--- config.mk ---
export PLATFORM = sky130hd
export DESIGN_NAME = fwc_flash_ctrl
export DESIGN_NICKNAME = d
export VERILOG_FILES = /design/src/shared/fwc_pkg.sv /design/src/core/fwc_flash_ctrl.sv
export SDC_FILE = /design/constraint.sdc
export NUM_CORES = 1
export LEC_CHECK = 0
export ABC_AREA = 0
export BUFFER_PORTS_ARGS = -buffer_cell sky130_fd_sc_hd__buf_2
export CAP_MARGIN = 20
export CORE_MARGIN = 1.5
export CORE_UTILIZATION = 45
export CTS_CLUSTER_DIAMETER = 80
export CTS_CLUSTER_SIZE = 14
export DETAILED_ROUTE_END_ITERATION = 8
export GPL_TIMING_DRIVEN = 0
export HOLD_SLACK_MARGIN = 0.15
export SYNTH_ARGS = -nofsm -noshare
export SYNTH_HDL_FRONTEND = slang
export SYNTH_SLANG_ARGS = --single-unit
--- constraint.sdc ---
create_clock -name clk -period 3.9 [get_ports clk]
set_input_delay 0.78 -clock clk [delete_from_list [all_inputs] [get_ports clk]]
set_output_delay 0.78 -clock clk [all_outputs]
set_load 0.03 [all_outputs]
--- src/shared/fwc_pkg.sv ---
// constants and types for the flash command interpreter
// assumes a host spi controller drives select, serial clock and data in
package fwc_pkg;
   localparam logic [7:0] OP_CHIP_ERASE_A = 8'hC7;
   localparam logic [7:0] OP_CHIP_ERASE_B = 8'h60;
   localparam logic [7:0] OP_WEL_SET = 8'h06;
   localparam logic [7:0] OP_WEL_CLEAR = 8'h04;
   localparam logic [7:0] OP_STATUS_READ = 8'h05;
   localparam logic [7:0] OP_STATUS_WRITE = 8'h01;
   localparam logic [7:0] OP_FUNC_READ = 8'h48;
   localparam logic [7:0] OP_FUNC_WRITE = 8'h42;
   localparam logic [7:0] OP_SUSPEND_A = 8'h75;
   localparam logic [7:0] OP_SUSPEND_B = 8'hB0;
   localparam logic [7:0] OP_RESUME_A = 8'h7A;
   localparam logic [7:0] OP_RESUME_B = 8'h30;
   localparam logic [7:0] OP_DEEP_SLEEP = 8'hB9;
   localparam logic [7:0] OP_WAKE = 8'hAB;
   localparam logic [7:0] OP_PAGE_PROG = 8'h02;
   localparam logic [7:0] OP_PAGE_PROG_QA = 8'h32;
   localparam logic [7:0] OP_PAGE_PROG_QB = 8'h38;
   localparam logic [7:0] OP_SECTOR_ERASE_A = 8'hD7;
   localparam logic [7:0] OP_SECTOR_ERASE_B = 8'h20;
   localparam logic [7:0] OP_BLOCK_ERASE_32 = 8'h52;
   localparam logic [7:0] OP_BLOCK_ERASE_64 = 8'hD8;
   localparam logic [7:0] OP_READ = 8'h03;
   localparam logic [7:0] OP_FAST_READ = 8'h0B;
   localparam logic [7:0] OP_DUAL_IO_READ = 8'hBB;
   localparam logic [7:0] OP_DUAL_OUT_READ = 8'h3B;
   localparam logic [7:0] OP_QUAD_IO_READ = 8'hEB;
   localparam logic [7:0] OP_QUAD_OUT_READ = 8'h6B;
   localparam logic [7:0] OP_UNIQUE_ID = 8'h4B;
   localparam logic [7:0] OP_JEDEC_ID = 8'h9F;
   localparam logic [7:0] OP_MFR_ID = 8'h90;
   localparam logic [7:0] OP_PARAM_READ = 8'h5A;
   localparam logic [7:0] OP_RESET_ARM = 8'h66;
   localparam logic [7:0] OP_RESET = 8'h99;
   localparam logic [7:0] OP_INFO_ROW_READ = 8'h68;
   // status register fields
   localparam int ST_WIP = 0;
   localparam int ST_WEL = 1;
   localparam int ST_BP_LO = 2;
   localparam int ST_QE = 6;
   localparam int ST_STATUS_WRITE_DISABLE = 7;
   localparam logic [7:0] ST_WRITE_MASK = 8'hFC;
   localparam logic [7:0] STATUS_RESET = 8'h00;
   // function register fields
   localparam int FR_INFO_ROW_LOCK = 0;
   localparam int FR_PROGRAM_SUSPENDED_FLAG = 2;
   localparam int FR_ERASE_SUSPENDED_FLAG = 3;
   localparam logic [7:0] FUNC_RESET = 8'h00;
   // timing
   localparam int CLK_MHZ = 125;
   localparam int SUSPEND_LATENCY_US = 100;
   localparam int SUSPEND_LATENCY_CYC = SUSPEND_LATENCY_US * CLK_MHZ;
   localparam int RESUME_GAP_US = 1500;
   localparam int RESUME_GAP_CYC = RESUME_GAP_US * CLK_MHZ;
   localparam int SLEEP_ENTRY_DELAY_US = 3;
   localparam int SLEEP_ENTRY_DELAY_CYC = SLEEP_ENTRY_DELAY_US * CLK_MHZ;
   localparam int WAKE_DELAY_US = 5;
   localparam int WAKE_DELAY_CYC = WAKE_DELAY_US * CLK_MHZ;
   localparam int PAGE_PROGRAM_TIME_US = 800;
   localparam int PAGE_PROGRAM_CYC = PAGE_PROGRAM_TIME_US * CLK_MHZ;
   localparam int SECTOR_ERASE_TIME_US = 100000;
   localparam int SECTOR_ERASE_CYC = SECTOR_ERASE_TIME_US * CLK_MHZ;
   localparam int BLOCK_ERASE_TIME_US = 500000;
   localparam int BLOCK_ERASE_CYC = BLOCK_ERASE_TIME_US * CLK_MHZ;
   localparam int CHIP_ERASE_TIME_US = 10000000;
   localparam longint CHIP_ERASE_CYC = longint'(CHIP_ERASE_TIME_US) * CLK_MHZ;
   localparam int REG_WRITE_TIME_US = 2000;
   localparam int REG_WRITE_CYC = REG_WRITE_TIME_US * CLK_MHZ;

   typedef enum logic [2:0] {
      FWC_OP_NONE, FWC_OP_PROG, FWC_OP_SECTOR, FWC_OP_BLOCK, FWC_OP_CHIP, FWC_OP_REG
   } fwc_op_t;

   typedef struct packed {
      logic start;
      logic chip_erase;
      logic prog;
      logic sector;
      logic block;
   } fwc_array_req_t;

   typedef struct packed {
      logic [7:0] status;
      logic [7:0] func;
   } fwc_regs_t;
endpackage

--- src/core/fwc_flash_ctrl.sv ---
// command interpreter for write control, suspend and deep sleep
// assumes spi mode 0: sclk and data in are async pins, sampled by clk
`timescale 1ns/100ps
module fwc_flash_ctrl import fwc_pkg::*; #(
   parameter int SUSPEND_CYC = SUSPEND_LATENCY_CYC,
   parameter int RESUME_GAP = RESUME_GAP_CYC,
   parameter int SLEEP_CYC = SLEEP_ENTRY_DELAY_CYC,
   parameter int WAKE_CYC = WAKE_DELAY_CYC,
   parameter int PROG_CYC = PAGE_PROGRAM_CYC,
   parameter int SECTOR_CYC = SECTOR_ERASE_CYC,
   parameter int BLOCK_CYC = BLOCK_ERASE_CYC,
   parameter int CHIP_CYC = 32'(CHIP_ERASE_CYC),
   parameter int REGW_CYC = REG_WRITE_CYC
) (
   input wire logic clk,
   input wire logic reset_n,
   input wire logic sel_n,
   input wire logic sclk,
   input wire logic sdi,
   output logic [7:0] rd_data,
   output logic rd_valid,
   output fwc_regs_t regs,
   output fwc_array_req_t array_req,
   output logic sleeping,
   output logic accept_ready
);
   typedef enum {S_IDLE, S_BUSY, S_SUSP_WAIT, S_SUSPENDED, S_SLEEP_WAIT, S_SLEEP, S_WAKE_WAIT} fwc_state_t;
   fwc_state_t state;
   logic [2:0] sel_sync, sclk_sync, sdi_sync;
   logic sel_q, sclk_q, sdi_q, sclk_d;
   logic [7:0] shift;
   logic [3:0] bit_cnt;
   logic [7:0] opcode;
   logic op_valid, data_phase, op_extra;
   logic [7:0] wdata;
   logic [7:0] status, func;
   fwc_op_t active_op;
   logic [31:0] op_left, timer, gap_cnt;
   function automatic logic is_susp_ok(input logic [7:0] op);
      return op inside {OP_READ, OP_FAST_READ, OP_DUAL_IO_READ, OP_DUAL_OUT_READ, OP_QUAD_IO_READ,
                        OP_QUAD_OUT_READ, OP_STATUS_READ, OP_FUNC_READ, OP_RESUME_A, OP_RESUME_B,
                        OP_WAKE, OP_UNIQUE_ID, OP_JEDEC_ID, OP_MFR_ID, OP_PARAM_READ,
                        OP_RESET_ARM, OP_RESET, OP_INFO_ROW_READ};
   endfunction

   // two-stage sync, then stage three for history
   always_ff @(posedge clk or negedge reset_n) begin
      if (!reset_n) begin
         sel_sync <= 3'h7;
         sclk_sync <= 3'h0;
         sdi_sync <= 3'h0;
      end else begin
         sel_sync <= {sel_sync[1:0], sel_n};
         sclk_sync <= {sclk_sync[1:0], sclk};
         sdi_sync <= {sdi_sync[1:0], sdi};
      end
   end
   assign sel_q = sel_sync[1];
   assign sclk_q = sclk_sync[1];
   assign sdi_q = sdi_sync[1];
   assign sclk_d = sclk_sync[2];
   wire sclk_rise = sclk_q & ~sclk_d & ~sel_q;
   wire sel_rise = sel_q & ~sel_sync[2];
   wire byte_done = sclk_rise & (bit_cnt == 4'h7);
   wire [7:0] next_byte = {shift[6:0], sdi_q};

   wire busy = (state == S_BUSY);
   wire suspended = (state == S_SUSPENDED);
   wire write_enable_latch = status[ST_WEL];
   wire chip_op = (opcode == OP_CHIP_ERASE_A) || (opcode == OP_CHIP_ERASE_B);
   wire prog_op = opcode inside {OP_PAGE_PROG, OP_PAGE_PROG_QA, OP_PAGE_PROG_QB};
   wire sect_op = (opcode == OP_SECTOR_ERASE_A) || (opcode == OP_SECTOR_ERASE_B);
   wire blk_op = (opcode == OP_BLOCK_ERASE_32) || (opcode == OP_BLOCK_ERASE_64);
   wire susp_op = (opcode == OP_SUSPEND_A) || (opcode == OP_SUSPEND_B);
   wire res_op = (opcode == OP_RESUME_A) || (opcode == OP_RESUME_B);
   // opcode accepted by current state
   wire allowed = (state == S_IDLE) ? 1'b1 :
                  busy ? (opcode == OP_STATUS_READ) || (susp_op && active_op inside {FWC_OP_PROG, FWC_OP_SECTOR,
                         FWC_OP_BLOCK} && gap_cnt == 32'h0) :
                  suspended ? is_susp_ok(opcode) :
                  (state == S_SLEEP) ? (opcode == OP_WAKE) : 1'b0;
   wire frame_end = sel_rise & op_valid & allowed;
   // chip erase only when select rose right after the opcode byte
   wire ce_go = frame_end & chip_op & ~op_extra & write_enable_latch;
   wire arr_go = frame_end & (prog_op | sect_op | blk_op) & data_phase & write_enable_latch;
   wire sr_go = frame_end & (opcode == OP_STATUS_WRITE) & data_phase & write_enable_latch & ~op_extra;
   wire fr_go = frame_end & (opcode == OP_FUNC_WRITE) & data_phase & write_enable_latch & ~op_extra;
   wire susp_go = frame_end & susp_op & ~op_extra & busy;
   wire res_go = frame_end & res_op & ~op_extra & suspended;
   wire sleep_go = frame_end & (opcode == OP_DEEP_SLEEP) & ~op_extra;
   wire wake_go = frame_end & (opcode == OP_WAKE) & (state == S_SLEEP);
   wire op_finish = busy & (op_left == 32'h1);
   fwc_op_t next_op;
   assign next_op = prog_op ? FWC_OP_PROG : sect_op ? FWC_OP_SECTOR : blk_op ? FWC_OP_BLOCK : FWC_OP_NONE;
   wire [31:0] op_len = prog_op ? 32'(PROG_CYC) : sect_op ? 32'(SECTOR_CYC) : 32'(BLOCK_CYC);

   // serial shifter and opcode capture
   always_ff @(posedge clk or negedge reset_n) begin
      if (!reset_n) begin
         shift <= 8'h00;
         bit_cnt <= 4'h0;
         opcode <= 8'h00;
         op_valid <= 1'b0;
         data_phase <= 1'b0;
         op_extra <= 1'b0;
         wdata <= 8'h00;
      end else if (sel_q) begin
         bit_cnt <= 4'h0;
         op_valid <= 1'b0;
         data_phase <= 1'b0;
         op_extra <= 1'b0;
      end else if (sclk_rise) begin
         shift <= next_byte;
         bit_cnt <= (bit_cnt == 4'h7) ? 4'h0 : bit_cnt + 4'h1;
         if (op_valid && bit_cnt == 4'h0)
            op_extra <= data_phase | ~(prog_op | sect_op | blk_op | opcode inside {OP_STATUS_WRITE, OP_FUNC_WRITE});
         if (byte_done && !op_valid) begin
            opcode <= next_byte;
            op_valid <= 1'b1;
         end else if (byte_done) begin
            data_phase <= 1'b1;
            if (!data_phase)
               wdata <= next_byte;
         end
      end
   end

   // read responses for status and function register
   always_ff @(posedge clk or negedge reset_n) begin
      if (!reset_n) begin
         rd_data <= 8'h00;
         rd_valid <= 1'b0;
      end else begin
         rd_valid <= sclk_rise & (bit_cnt == 4'h0) & op_valid & ~data_phase & allowed &
                     (opcode inside {OP_STATUS_READ, OP_FUNC_READ}) & (state != S_SUSP_WAIT);
         if (opcode == OP_STATUS_READ)
            rd_data <= status;
         else
            rd_data <= func;
      end
   end

   // status register: busy bit, write latch, protect bits
   always_ff @(posedge clk or negedge reset_n) begin
      if (!reset_n) begin
         status <= STATUS_RESET;
      end else begin
         status[ST_WIP] <= (state == S_BUSY) | (state == S_SUSP_WAIT);
         if (op_finish || susp_go)
            status[ST_WEL] <= 1'b0;
         else if (frame_end && opcode == OP_WEL_SET && state == S_IDLE)
            status[ST_WEL] <= 1'b1;
         else if ((frame_end && opcode == OP_WEL_CLEAR && state == S_IDLE) || ce_go || arr_go || sr_go || fr_go)
            status[ST_WEL] <= (ce_go | arr_go | sr_go | fr_go) & ~(frame_end & opcode == OP_WEL_CLEAR);
         if (sr_go && state == S_IDLE)
            status[ST_STATUS_WRITE_DISABLE:ST_BP_LO] <= wdata[ST_STATUS_WRITE_DISABLE:ST_BP_LO];
      end
   end

   // function register: lock bit sticks, suspend flags
   always_ff @(posedge clk or negedge reset_n) begin
      if (!reset_n) begin
         func <= FUNC_RESET;
      end else begin
         if (fr_go && state == S_IDLE)
            func[FR_INFO_ROW_LOCK] <= func[FR_INFO_ROW_LOCK] | wdata[FR_INFO_ROW_LOCK];
         if (susp_go)
            func[active_op == FWC_OP_PROG ? FR_PROGRAM_SUSPENDED_FLAG : FR_ERASE_SUSPENDED_FLAG] <= 1'b1;
         else if (res_go)
            func[active_op == FWC_OP_PROG ? FR_PROGRAM_SUSPENDED_FLAG : FR_ERASE_SUSPENDED_FLAG] <= 1'b0;
      end
   end

   // operation sequencer
   always_ff @(posedge clk or negedge reset_n) begin
      if (!reset_n) begin
         state <= S_IDLE;
         active_op <= FWC_OP_NONE;
         op_left <= 32'h0;
         timer <= 32'h0;
         gap_cnt <= 32'h0;
      end else begin
         if (gap_cnt != 32'h0)
            gap_cnt <= gap_cnt - 32'h1;
         unique case (state)
            S_IDLE: begin
               if (ce_go && state == S_IDLE) begin
                  state <= S_BUSY;
                  active_op <= FWC_OP_CHIP;
                  op_left <= 32'(CHIP_CYC);
               end else if (arr_go) begin
                  state <= S_BUSY;
                  active_op <= next_op;
                  op_left <= op_len;
               end else if (sr_go || fr_go) begin
                  state <= S_BUSY;
                  active_op <= FWC_OP_REG;
                  op_left <= 32'(REGW_CYC);
               end else if (sleep_go) begin
                  state <= S_SLEEP_WAIT;
                  timer <= 32'(SLEEP_CYC);
               end
            end
            S_BUSY: begin
               if (susp_go) begin
                  state <= S_SUSP_WAIT;
                  timer <= 32'(SUSPEND_CYC);
               end else if (op_finish) begin
                  state <= S_IDLE;
                  active_op <= FWC_OP_NONE;
               end else begin
                  op_left <= op_left - 32'h1;
               end
            end
            S_SUSP_WAIT: begin
               timer <= timer - 32'h1;
               if (timer == 32'h1)
                  state <= S_SUSPENDED;
            end
            S_SUSPENDED: begin
               if (res_go) begin
                  state <= S_BUSY;
                  gap_cnt <= 32'(RESUME_GAP);
               end
            end
            S_SLEEP_WAIT: begin
               timer <= timer - 32'h1;
               if (timer == 32'h1)
                  state <= S_SLEEP;
            end
            S_SLEEP: begin
               if (wake_go) begin
                  state <= S_WAKE_WAIT;
                  timer <= 32'(WAKE_CYC);
               end
            end
            S_WAKE_WAIT: begin
               timer <= timer - 32'h1;
               if (timer == 32'h1)
                  state <= S_IDLE;
            end
         endcase
      end
   end

   always_ff @(posedge clk or negedge reset_n) begin
      if (!reset_n)
         array_req <= '0;
      else begin
         array_req.start <= ce_go | arr_go;
         array_req.chip_erase <= ce_go;
         array_req.prog <= arr_go & prog_op;
         array_req.sector <= arr_go & sect_op;
         array_req.block <= arr_go & blk_op;
      end
   end

   assign regs.status = status;
   assign regs.func = func;
   assign sleeping = (state == S_SLEEP);
   assign accept_ready = (state == S_IDLE) | suspended;

   a_wel_set_cmd: assert property (@(posedge clk) disable iff (!reset_n)
      (frame_end && opcode == OP_WEL_SET && state == S_IDLE && !op_finish) |=> status[ST_WEL])
      else $error("latch not set");
   a_wel_clear_cmd: assert property (@(posedge clk) disable iff (!reset_n)
      (frame_end && opcode == OP_WEL_CLEAR && state == S_IDLE) |=> !status[ST_WEL])
      else $error("latch not cleared");
   a_chip_needs_wel: assert property (@(posedge clk) disable iff (!reset_n)
      array_req.chip_erase |-> $past(status[ST_WEL]))
      else $error("chip erase without latch");
   a_finish_clears_wel: assert property (@(posedge clk) disable iff (!reset_n)
      op_finish |=> !status[ST_WEL] && state == S_IDLE)
      else $error("latch kept after write");
   a_suspend_flag_set: assert property (@(posedge clk) disable iff (!reset_n)
      susp_go |=> (func[FR_PROGRAM_SUSPENDED_FLAG] | func[FR_ERASE_SUSPENDED_FLAG]) && !status[ST_WEL])
      else $error("suspend flag missing");
   a_resume_clears_flag: assert property (@(posedge clk) disable iff (!reset_n)
      res_go |=> !func[FR_PROGRAM_SUSPENDED_FLAG] && !func[FR_ERASE_SUSPENDED_FLAG] && state == S_BUSY)
      else $error("suspend flag stuck");
   a_sleep_filter: assert property (@(posedge clk) disable iff (!reset_n)
      (state == S_SLEEP) |=> $stable(status[7:1]) && $stable(func))
      else $error("sleep state changed registers");
   a_busy_bit: assert property (@(posedge clk) disable iff (!reset_n)
      (state == S_BUSY) |=> status[ST_WIP])
      else $error("busy bit low while busy");
   a_chip_select_rise: assert property (@(posedge clk) disable iff (!reset_n)
      array_req.chip_erase |-> $past(sel_rise) && !$past(op_extra))
      else $error("chip erase without clean select rise");
endmodule

==> summary.md, run 1 <==
| Metric | Value |
|---|---|
| Finished Cell Area | 9960 um2 |
| Setup violations, final | 0 |
| Synth Area in Simple Gates | 24.4% |
| Final cell count without fillers | roughly 1300 |
| Hold/Removal Path Class | primary input to async pin |
| CTS hold repair buffers | 0 |
| Pwr Total | 3.60 mW |
| Starting Density | 46.3% |
| Wire length per cell | 16.8 um |
| Row cnt | 50 |
| Largest family of logic cells by synthesized area | simple AND/OR/NAND/NOR gates |
| Buf/Inv on CP | 3 |
| CTS Sinks | about 160 |
| Total GRT Usage | 22.7% |
| Crit path arrival time | 3.84 ns |
| Dpl hpwl | 14800 um |
| FFs w/ async S/R, synth | 100% |
| Drt first pass iters | 7 |
| Routed wire length | ~22000 um |
| First-pass GRT wire length | 36800 um |
| Worst setup EP type | register |
| Initial antenna violation count | 0 |
| Largest net degree at the start of global routing | 84 |
| Placed inst area | 9320 um2 |
| CP Class | register to register |
| Vias after detailed routing | 7336 |
| Slew Viols, Final | 0 |
| Part of the cycle the worst path needs | around 91% |
| Worst-path cell chain | clkbuf_1 -> clkbuf_1 -> and3_1 -> o21ai_0 -> a21oi_1 -> a31oi_1 -> o221ai_1 -> a21oi_1 -> or2_1 -> clkbuf_1 -> o21ai_0 |
| Fin nets | 1033 |
| Max IR drop VDD | 0.000297 V |
| Max Clock Freq | 281 MHz |
| Post-Syn Area | 8790 um2 |
| Status | finished clean |
| Clk_lat worst skew | 0.43 ns |
| Worst Max-Slew Pin Slew | around 1.0 ns |
| Logic pwr share | 2.4% |
| I/O pins | 37 |
| Number of port buffers | 31 |
| Adder-Cell Fraction of Synth Area | 0.997% |
| Slowest cell on crit path | clkbuf_1 |
| Synth Flop Type | dfrtp_1 |
| Worst Path Required | around 4.2 ns |
| RSZ-0062 raised after global routing | no |
| Clock network fraction of total power | 48.5% |
| Synth Warn # | 0 |
| CTS H-Tree Depth | 4 |
| CP delay by family, top | compound AO/OA/AOI/OAI gates |
| GPL Wtd Cong | between 0.8 and 0.9 |
| DR DRC count | 0 |
| Post-synthesis compound-gate area fraction | 16.4% |
| Vias in the first global route | between 7000 and 8000 |
| Pint | between 2 and 3 mW |
| Vias per inst | roughly 5.7 |
| Clk buf depth | 2 |
| Final setup skew | 0.00972 ns |
| Share of cells above drive strength 1 | 13.1% |
| TritonCTS clock tree | yes |
| Die ar. | 20400 um2 |
| Synth Area per Inst | 9.13 um2 |
| Final Hold Violating Endpoints | 0 |
| Synth unique cells | between 70 and 80 |
| Core Region | around 19000 um2 |
| Area share of the largest cell type after synthesis | 45.9% |
| Most numerous cell in the Yosys netlist | dfrtp_1 |
| Cell mode on critical path | clkbuf_1 |
| Post-synthesis sequential area ratio | a little under half |
| CP startpoint kind | register |
| TNS Setup | 0 ns |
| CP peak stage delay | 0.46 ns |
| #FFs+latches synth | 164 |
| DRC marker count from the first detailed-route iteration | 759 |
| EDFF count, synth | 0 |
| Pwr per Cell Area | 362 nW/um2 |
| Clk root buf | clkbuf_16 |
| Net Sw Power | a little over 0.8 mW |
| Xor/xnor share of the synthesized area | 2.89% |
| Post-synthesis mux area share | ~4.7% |
| Top cells by count, synth | dfrtp_1, nor2_1, nand2_1 |
| CP max FO | 10 |
| Syn Inst Count | between 900 and 1000 |
| Antenna viol nets, final | 0 |
| Dpl cells | 1258 |
| Synth-to-Final Area Change | 13.4% |
| DP Worst Slack | 0.0241 ns |
| Synth top area cells | dfrtp_1, nor2_1, mux2_2, o21ai_0, nand2_1 |
| Seq pwr share | 49.1% |
| Clock transition at path regs | 0.07 ns |
| Setup ws final | approximately 0.34 ns |
| Clock buffer count from CTS | 17 |
| Die Span X | 143 um |
| Relative slew slack | 31.8% |
| Leak | 4.65 nW |
| Synth area leader | dfrtp_1 |
| Die Ht | 143 um |
| Max-cap viol count | 0 |
| Diode count | 0 |
| Gr ovfl total | 0 |
| Switch share | 22.7% |
| Min Tclk post-route | 3.56 ns |
-- cell type report --
| type | instances | area [um2] |
|---|---|---|
| plain buffers | 60 | 254 |
| clock buffers | 17 | 425 |
| clock inverters | 14 | 178 |
| fillers | 1765 | 8990 |
| inverters | 22 | 82.6 |
| multi-input cells | 720 | 4370 |
| flip-flops and latches | 164 | 4110 |
| well taps | 260 | 325 |
| repair buffers | 36 | 220 |
-- power by group through the flow --
stage          clock network, mW  registers, mW  logic, mW
6_report                    1.75           1.77     0.0864
5_1_grt                     1.86           1.77     0.0985
4_1_cts                     1.79           1.77     0.0905
3_5_place_dp                   0           1.80     0.0907
3_3_place_gp                   0           1.80     0.0845
2_1_floorplan                  0           1.79     0.0444
-- path summary, 6_finish.rpt --
path,end,slack (ns),from,cells past startpoint
max,op_left[25],0.34,opcode[0],11
min,gap_cnt[18],0.31,reset_n,1
max reg2reg,op_left[25],0.34,opcode[0],11
min reg2reg,sdi_sync[1],0.35,sdi_sync[0],0
max in group asynchronous,op_left[14],2.75,reset_n,2
min in group clk,sdi_sync[1],0.35,sdi_sync[0],0
-- registers in the layout, indices dropped and copies added (netlist names), 2 cells and up, named ones only --
name / count
sdi_sync: 2
timer: 32
shift: 7
array_req: 5
state: 3
opcode: 8
sclk_sync: 3
rd_data: 8
active_op: 3
status: 8
bit_cnt: 4
wdata: 7
sel_sync: 3
op_left: 32
gap_cnt: 32
-- kinds of logic after synthesis --
group,Yosys count
AO/OA/AOI/OAI,220
multiplexers,37
AND/OR/NAND/NOR,422
adder cells (fa/ha/maj),7
flip-flops,164
buffers and inverters,82
other,1
XOR/XNOR,29
-- what timing repair did --
| action | CTS | global route |
|---|---|---|
| setup buffers | 0 | 3 |
| pin swaps | 1 | 2 |
| gates resized for setup | 0 | 5 |
| endpoints found under the hold margin | 0 | 0 |
| endpoints found under the setup margin | 3 | 100 |
-- routing by layer --
metal	vias to the layer above	GRT usage, %	share of wire [%]
li1	3590	-	-
met1	3547	32.2	48
met2	170	35.6	47
met3	29	4.19	3.8
met4	0	6.08	1.3
met5	-	0	0
-- per-stage QoR --
stage                     hold slack (ns)  util, %
after CTS                           0.340     52.3
final                               0.308     52.6
after detailed placement            0.341     49.2
after floorplan                     0.331        -
after global placement              0.333     49.0
after global routing                0.358     52.6
-- cell usage in the layout (no fill, tap or decap), drive strengths merged, types with 6 or more instances in the layout --
cell type,count
buf,51
mux2,32
nand2b,7
nor3,47
inv,24
o31ai,25
nor4,28
nand4,9
or4,11
a31oi,14
nor3b,6
or3,15
xor2,17
nand3,23
nor2,132
a21oi,46
o22a,8
a211oi,10
dfrtp,161
nor2b,13
and2,14
clkbuf,62
clkinv,6
and3,8
xnor2,12
ha,7
or2,10
o21ai,69
nand2,75
-- worst register-to-register path, cell delays in order (launching register included) --
cell and delay (ns):
dfrtp_1 0.43, clkbuf_1 0.25, clkbuf_1 0.31, and3_1 0.22
o21ai_0 0.24, a21oi_1 0.12, a31oi_1 0.36, o221ai_1 0.25
a21oi_1 0.32, or2_1 0.26, clkbuf_1 0.46, o21ai_0 0.19
(Power assumes the default switching activity.)
==> run 2: changes to the inputs <==
--- a/config.mk
+++ b/config.mk
@@ -6,13 +6,13 @@
 export NUM_CORES = 1
 export LEC_CHECK = 0
 export ABC_AREA = 0
-export BUFFER_PORTS_ARGS = -buffer_cell sky130_fd_sc_hd__buf_2
 export CAP_MARGIN = 20
 export CORE_MARGIN = 1.5
 export CORE_UTILIZATION = 45
 export CTS_CLUSTER_DIAMETER = 80
 export CTS_CLUSTER_SIZE = 14
 export DETAILED_ROUTE_END_ITERATION = 8
+export DONT_BUFFER_PORTS = 1
 export GPL_TIMING_DRIVEN = 0
 export HOLD_SLACK_MARGIN = 0.15
 export SYNTH_ARGS = -nofsm -noshare
==> constraint.sdc (replaced) <==
create_clock -name clk -period 3.5 [get_ports clk]
set_input_delay 0.7 -clock clk [delete_from_list [all_inputs] [get_ports clk]]
set_output_delay 0.7 -clock clk [all_outputs]
set_load 0.03 [all_outputs]
==> run 2 against run 1 <==
  * The flow now finishes with violations (hold timing)
  * Power grew 8.0%
  * Sequential cell count unchanged
  * Sequential power rose by 11%
  * Hold slack got worse by 0.35 ns
  * Maximum frequency grew 4.1%
  * Global-route usage down 0.38 points
  * Via count is 0.12% lower
  * Final cell count fell by 1.9%
  * Non-clock buffer count shrank 25
  * Core utilization is 0.086 points lower
  * Largest cell class unchanged
==> summary.md, run 2 (synthesized netlist as in run 1, its figures left out) <==
| Metric | Value |
|---|---|
| CTS H-Tree Depth | 4 (unchanged) |
| Worst reg2reg path depth | 10 (was 11) |
| Vias after detailed routing | 7327 (was 7336) |
| Final Hold Violating Endpoints | 93 (was 0) |
| Initial antenna violation count | 0 (unchanged) |
| Die Span X | 143 um (unchanged) |
| Vias in the first global route | 6940 (was 7143) |
| Row cnt | 50 (unchanged) |
| CP peak stage delay | 0.54 ns (was 0.46 ns) |
| Setup violations, final | 0 (unchanged) |
| Switch share | 22.5% (was 22.7%) |
| Max-cap viol count | 0 (unchanged) |
| Net Sw Power | 0.873 mW (was 0.817 mW) |
| Core Region | 19000 um2 (unchanged) |
| Pint | 3.02 mW (was 2.78 mW) |
| Routed wire length | 21400 um (was 21700 um) |
| Wire length per cell | 16.9 um (was 16.8 um) |
| I/O pins | 37 (unchanged) |
| Commonest non-fill, non-tap cells in the layout | dfrtp_1, nor2_1, nand2_1 (unchanged) |
| Min Tclk post-route | 3.42 ns (was 3.56 ns) |
| Clk_lat worst skew | 0.43 ns (about the same) |
| Gr ovfl total | 0 (unchanged) |
| Clock transition at path regs | 0.07 ns (about the same) |
| Origin of the critical flop-to-flop path | gap_cnt[7] (was opcode[0]) |
| Dpl cells | 1226 (was 1258) |
| Final cell count without fillers | 1269 (was 1293) |
| Commonest non-fill, non-tap cell in the layout | dfrtp_1 (unchanged) |
| Clock buffer count from CTS | 17 (unchanged) |
| Antenna viol nets, final | 0 (unchanged) |
| Total GRT Usage | 22.3% (was 22.7%) |
| Slowest cell on crit path | or4_4 (was clkbuf_1) |
| WL met2 | 9770 um (was 10200 um) |
| Clk root buf | clkbuf_16 (unchanged) |
| Slew Viols, Final | 0 (unchanged) |
| Fin nets | 1008 (was 1033) |
| GPL Wtd Cong | 0.890 (was 0.876) |
| Relative slew slack | 29.7% (was 31.8%) |
| Metal-1 WL | 10400 um (about the same) |
| Leak | 4.54 nW (was 4.65 nW) |
| Dpl hpwl | 14400 um (was 14800 um) |
| Violated checks | hold timing |
| Seq pwr share | 50.7% (was 49.1%) |
| Pwr per Cell Area | 391 nW/um2 (was 362 nW/um2) |
| CTS Sinks | 164 (unchanged) |
| Max Used Layer | met4 (unchanged) |
| Placed inst area | 9130 um2 (was 9320 um2) |
| First-pass GRT wire length | 35900 um (was 36800 um) |
| Worst Max-Slew Pin Slew | 1.05 ns (was 1.01 ns) |
| Final setup skew | 0.0110 ns (was 0.00972 ns) |
| Number of port buffers | 0 (was 31) |
| Vias per inst | 5.77 (was 5.67) |
| Crit path arrival time | 3.74 ns (was 3.84 ns) |
| Largest net degree at the start of global routing | 165 (was 84) |
| Worst reg2reg setup slack | 0.08 ns (was 0.34 ns) |
| Logic pwr share | 1.4% (was 2.4%) |
| CP endpoint | op_left[6] (was op_left[25]) |
| Diode count | 0 (unchanged) |
| CP max FO | 10 (unchanged) |
| DR DRC count | 0 (unchanged) |
| DRC marker count from the first detailed-route iteration | 587 (was 759) |
| Die ar. | 20400 um2 (unchanged) |
| Synth-to-Final Area Change | 13.2% (was 13.4%) |
| CP startpoint kind | register (unchanged) |
| Worst setup EP type | register (unchanged) |
| Met3 Routed Length | 905 um (was 836 um) |
| Clk buf depth | 2 (unchanged) |
| TritonCTS clock tree | yes (unchanged) |
| Hold/Removal Path Class | primary input to async pin (unchanged) |
| Max IR drop VDD | 0.000334 V (was 0.000297 V) |
| Fin Hold WS | -0.0406 ns (was 0.308 ns) |
| Crit. Startpoint | gap_cnt[7] (was opcode[0]) |
| Finished Cell Area | 9950 um2 (was 9960 um2) |
| Part of the cycle the worst path needs | 97.6% (was 91.2%) |
| Die Ht | 143 um (unchanged) |
| CP Class | register to register (unchanged) |
| Clock network fraction of total power | 47.9% (was 48.5%) |
| Starting Density | 46.3% (unchanged) |
| Drt first pass iters | 7 (unchanged) |
| Share of cells above drive strength 1 | 12.7% (was 13.1%) |
| Max Clock Freq | 293 MHz (was 281 MHz) |
| Biggest regs | gap_cnt (32), op_left (32), timer (32) (unchanged) |
| Status | finished with violations (was finished clean) |
| RSZ-0062 raised after global routing | yes (was no) |
| Worst Path Required | 3.82 ns (was 4.18 ns) |
| Worst-path cell chain | or4_4 -> or4_1 -> buf_6 -> nor4_4 -> a221oi_4 -> a2111oi_4 -> buf_4 -> nor2_2 -> a211o_1 -> a21o_1 (was clkbuf_1 -> clkbuf_1 -> and3_1 -> o21ai_0 -> a21oi_1 -> a31oi_1 -> o221ai_1 -> a21oi_1 -> or2_1 -> clkbuf_1 -> o21ai_0) |
| Worst r2r dst | op_left[6] (was op_left[25]) |
run 2: changes by cell type in the layout (fill, tap and decap cells not counted), moves of 4 or more:
cell / change
buf_2: -34
clkbuf_1: -11
buf_4: +9
clkbuf_2: +7
buf_6: +5
o21ai_0: -5
o21ai_1: +4
run 2: repair_timing:
item | in CTS | in global routing
cloned | 0 | 1
buffers inserted | 2 | 9
endpoints found under the hold margin | 164 | 162
pin swaps | 2 | 4
setup endpoints to repair | 107 | 105
gates resized for setup | 8 | 52
run 2: per-layer routing:
metal / up-vias / track usage [%]
met5: - / 0
met4: 0 / 7.11
met3: 31 / 4.66
met2: 194 / 34.5
met1: 3557 / 31.3
li1: 3545 / -
run 2: how the worst min path moves through the flow:
stage	slack, ns	start	end	cells after the start
after floorplan	0.33	sclk_sync[0]	sclk_sync[1]	0
after global placement	0.33	sclk_sync[0]	sclk_sync[1]	0
after detailed placement	0.34	sclk_sync[0]	sclk_sync[1]	0
after CTS	-0.06	reset_n	gap_cnt[17]	0
after global routing	-0.07	reset_n	gap_cnt[18]	0
final	-0.04	reset_n	gap_cnt[17]	0
run 2: per-stage QoR:
| stage | setup TNS, ns | utilization [%] | total power [mW] | worst slack [ns] | hold slack [ns] |
|---|---|---|---|---|---|
| after global placement | -22.48 | 48.1 | 2.06 | -0.400 | 0.332 |
| final | 0 | 52.5 | 3.89 | 0.0834 | -0.0406 |
| after global routing | -0.0830 | 52.5 | 4.03 | -0.0590 | -0.0672 |
| after CTS | 0 | 51.5 | 3.93 | 0.00864 | -0.0553 |
| after floorplan | 0 | - | 2.04 | 0.191 | 0.331 |
| after detailed placement | -21.19 | 48.1 | 2.06 | -0.395 | 0.337 |
run 2: critical path, delay by kind of cell, from the launching register on:
family,cells,cell delay (ns)
simple gates,4,1.48
buf+inv,2,0.37
flops,1,0.40
compound gates,4,1.06
run 2: area by class of cell:
class	count	area, um2
multi-input cells	720	4440
well taps	260	325
plain buffers	59	299
repair buffers	12	100
fillers	1729	9010
flip-flops and latches	164	4110
inverters	22	86.3
clock inverters	12	119
clock buffers	20	467
run 2: power by group through the flow:
stage	Clock [mW]	Sequential (mW)	Combinational (mW)
2_1_floorplan	0	1.99	0.0495
3_3_place_gp	0	2.01	0.0525
3_5_place_dp	0	2.01	0.0548
4_1_cts	1.90	1.97	0.0548
5_1_grt	1.99	1.98	0.0616
6_report	1.86	1.97	0.0541
==> run 3: changes to the inputs <==
--- a/config.mk
+++ b/config.mk
@@ -15,6 +15,7 @@
 export DONT_BUFFER_PORTS = 1
 export GPL_TIMING_DRIVEN = 0
 export HOLD_SLACK_MARGIN = 0.15
+export SETUP_SLACK_MARGIN = 0.2
 export SYNTH_ARGS = -nofsm -noshare
 export SYNTH_HDL_FRONTEND = slang
 export SYNTH_SLANG_ARGS = --single-unit
==> run 3 against run 2 <==
  * The run still ends with hold timing left
  * Largest cell class unchanged
  * Final area grew 3.5%
  * Clock skew is 0.0017 ns higher
  * Sequential cell count unchanged
  * First-iteration DRC count rose by 17%
  * Maximum frequency is 4.2% higher
  * Setup slack better by 0.14 ns
  * Clock power about the same
  * Die area did not move
  * Non-clock buffer count grew 16
  * Power down 0.81%
==> summary.md, run 3 (synthesized netlist as in run 1, its figures left out) <==
| Metric | Value |
|---|---|
| Worst-path cell chain | or4_4 -> or4_4 -> buf_6 -> nor4_4 -> buf_4 -> a221oi_4 -> a2111oi_4 -> buf_4 -> o31ai_4 -> buf_6 -> o32a_1 (was or4_4 -> or4_1 -> buf_6 -> nor4_4 -> a221oi_4 -> a2111oi_4 -> buf_4 -> nor2_2 -> a211o_1 -> a21o_1) |
| CP endpoint | timer[2] (was op_left[6]) |
| Dpl hpwl | 14300 um (was 14400 um) |
| Row cnt | 50 (unchanged) |
| GPL Wtd Cong | 0.879 (was 0.890) |
| I/O pins | 37 (unchanged) |
| Wire length per cell | 17.3 um (was 16.9 um) |
| Fin Hold WS | -0.0410 ns (was -0.0406 ns) |
| Vias after detailed routing | 7499 (was 7327) |
| Min Tclk post-route | 3.28 ns (was 3.42 ns) |
| Worst reg2reg path depth | 11 (was 10) |
| Commonest non-fill, non-tap cells in the layout | dfrtp_1, nor2_1, nand2_1 (unchanged) |
| Setup violations, final | 0 (unchanged) |
| Crit path arrival time | 3.59 ns (was 3.74 ns) |
| # fillers | 1722 (was 1729) |
| Final Hold Violating Endpoints | 36 (was 93) |
| Gr ovfl total | 0 (unchanged) |
| Core Region | 19000 um2 (unchanged) |
| Hold/Removal Path Class | primary input to async pin (unchanged) |
| Diode count | 0 (unchanged) |
| Synth-to-Final Area Change | 17.1% (was 13.2%) |
| DRC marker count from the first detailed-route iteration | 684 (was 587) |
| Clock transition at path regs | 0.07 ns (about the same) |
| Leak | 4.73 nW (was 4.54 nW) |
| Worst setup EP type | register (unchanged) |
| Die Span X | 143 um (unchanged) |
| Finished Cell Area | 10300 um2 (was 9950 um2) |
| Placed inst area | 9130 um2 (unchanged) |
| Share of cells above drive strength 1 | 18.6% (was 12.7%) |
| Die ar. | 20400 um2 (unchanged) |
| CP max FO | 8 (was 10) |
| Relative slew slack | 27.4% (was 29.7%) |
| Max IR drop VDD | 0.000391 V (was 0.000334 V) |
| Pwr per Cell Area | 375 nW/um2 (was 391 nW/um2) |
| Final setup skew | 0.0127 ns (was 0.0110 ns) |
| TritonCTS clock tree | yes (unchanged) |
| Initial antenna violation count | 0 (unchanged) |
| Worst Path Required | 3.81 ns (was 3.82 ns) |
| Number of port buffers | 0 (unchanged) |
| Total GRT Usage | 22.3% (about the same) |
| Routed wire length | 22300 um (was 21400 um) |
| Vias in the first global route | 6862 (was 6940) |
| Max-cap viol count | 0 (unchanged) |
| Antenna viol nets, final | 0 (unchanged) |
| DP Worst Slack | -0.290 ns (was -0.395 ns) |
| WP depth | 11 (was 10) |
| CTS H-Tree Depth | 4 (unchanged) |
| Clk root buf | clkbuf_16 (unchanged) |
| Die Ht | 143 um (unchanged) |
| Worst r2r dst | timer[2] (was op_left[6]) |
| Fin nets | 1024 (was 1008) |
| Vias per inst | 5.84 (was 5.77) |
| Crit. Startpoint | gap_cnt[8] (was gap_cnt[7]) |
| Setup ws final | 0.220 ns (was 0.0834 ns) |
| Commonest non-fill, non-tap cell in the layout | dfrtp_1 (unchanged) |
| Starting Density | 46.3% (unchanged) |
| CP delay by family, top | simple AND/OR/NAND/NOR gates (unchanged) |
| Max Clock Freq | 305 MHz (was 293 MHz) |
| Origin of the critical flop-to-flop path | gap_cnt[8] (was gap_cnt[7]) |
| Violated checks | hold timing (unchanged) |
| DR DRC count | 0 (unchanged) |
| First-pass GRT wire length | 36000 um (was 35900 um) |
| Clock buffer count from CTS | 17 (unchanged) |
| Worst reg2reg setup slack | 0.22 ns (was 0.08 ns) |
| Clk buf depth | 2 (unchanged) |
| CTS Sinks | 164 (unchanged) |
| CP startpoint kind | register (unchanged) |
| CP peak stage delay | 0.56 ns (was 0.54 ns) |
| Biggest regs | gap_cnt (32), op_left (32), timer (32) (unchanged) |
| Status | finished with violations (unchanged) |
| Slowest cell on crit path | or4_4 (unchanged) |
| Part of the cycle the worst path needs | 93.7% (was 97.6%) |
| Worst Max-Slew Pin Slew | 1.08 ns (was 1.05 ns) |
| RSZ-0062 raised after global routing | yes (unchanged) |
| Slew Viols, Final | 0 (unchanged) |
| CP Class | register to register (unchanged) |
| Drt first pass iters | 5 (was 7) |
| Buf/Inv on CP | 4 (was 2) |
| Clk_lat worst skew | 0.43 ns (about the same) |
| Largest net degree at the start of global routing | 165 (unchanged) |
-- run 3: cell type report --
type                       instances  area, um2  share of cell area [%]
multi-input combinational        720       4620                    44.9
sequential                       164       4110                    39.9
clock buffer                      19        453                    4.40
buffer                            60        339                    3.29
tap                              260        325                    3.16
timing repair buffer              27        238                    2.31
clock inverter                    12        119                    1.16
inverter                          22       85.1                   0.827
-- run 3: worst min path at each step --
stage / from / depth (start not counted) / slack [ns] / endpoint
3_3_place_gp: sclk_sync[0] / 0 / 0.33 / sclk_sync[1]
6_report: reset_n / 0 / -0.04 / gap_cnt[18]
2_1_floorplan: sclk_sync[0] / 0 / 0.33 / sclk_sync[1]
5_1_grt: reset_n / 0 / -0.06 / gap_cnt[15]
3_5_place_dp: sdi_sync[0] / 0 / 0.33 / sdi_sync[1]
4_1_cts: reset_n / 0 / -0.05 / gap_cnt[18]
-- run 3: report_power, final --
group	internal, mW	switching, mW	total (mW)
combinational	0.0323	0.0212	0.0536
sequential	1.94	0.0356	1.97
clock	1.02	0.811	1.83
total	2.99	0.868	3.86
-- run 3: per-layer routing --
metal | vias to the layer above | global-route usage, % | wire length [um]
met1 | 3705 | 31.4 | 10600
met3 | 43 | 3.62 | 794
met5 | - | 0 | 0
met2 | 169 | 35.1 | 10300
met4 | 0 | 7.27 | 481
li1 | 3582 | - | -
-- run 3: stage by stage --
step           util (%)  instances  setup TNS, ns  total power, mW
6_report           54.3       1284              0             3.86
3_5_place_dp       48.1       1226         -13.57             2.06
5_1_grt            54.3       1284              0             3.98
2_1_floorplan         -        966              0             2.04
3_3_place_gp       48.1       1226         -12.55             2.06
4_1_cts            52.1       1267              0             3.89
-- run 3: timing repair --
action | in CTS | in global routing
endpoints found under the setup margin | 112 | 102
pin swaps | 4 | 29
cloned | 1 | 2
buffers inserted | 9 | 14
gates resized for setup | 35 | 119
hold endpoints to repair | 163 | 162
-- run 3: worst register-to-register path, cell delays in order (launching register included) --
cell       delay [ns]
dfrtp_1          0.39
or4_4            0.56
or4_4            0.43
buf_6            0.15
nor4_4           0.12
buf_4            0.18
a221oi_4         0.09
a2111oi_4        0.40
buf_4            0.20
o31ai_4          0.15
buf_6            0.19
o32a_1           0.31
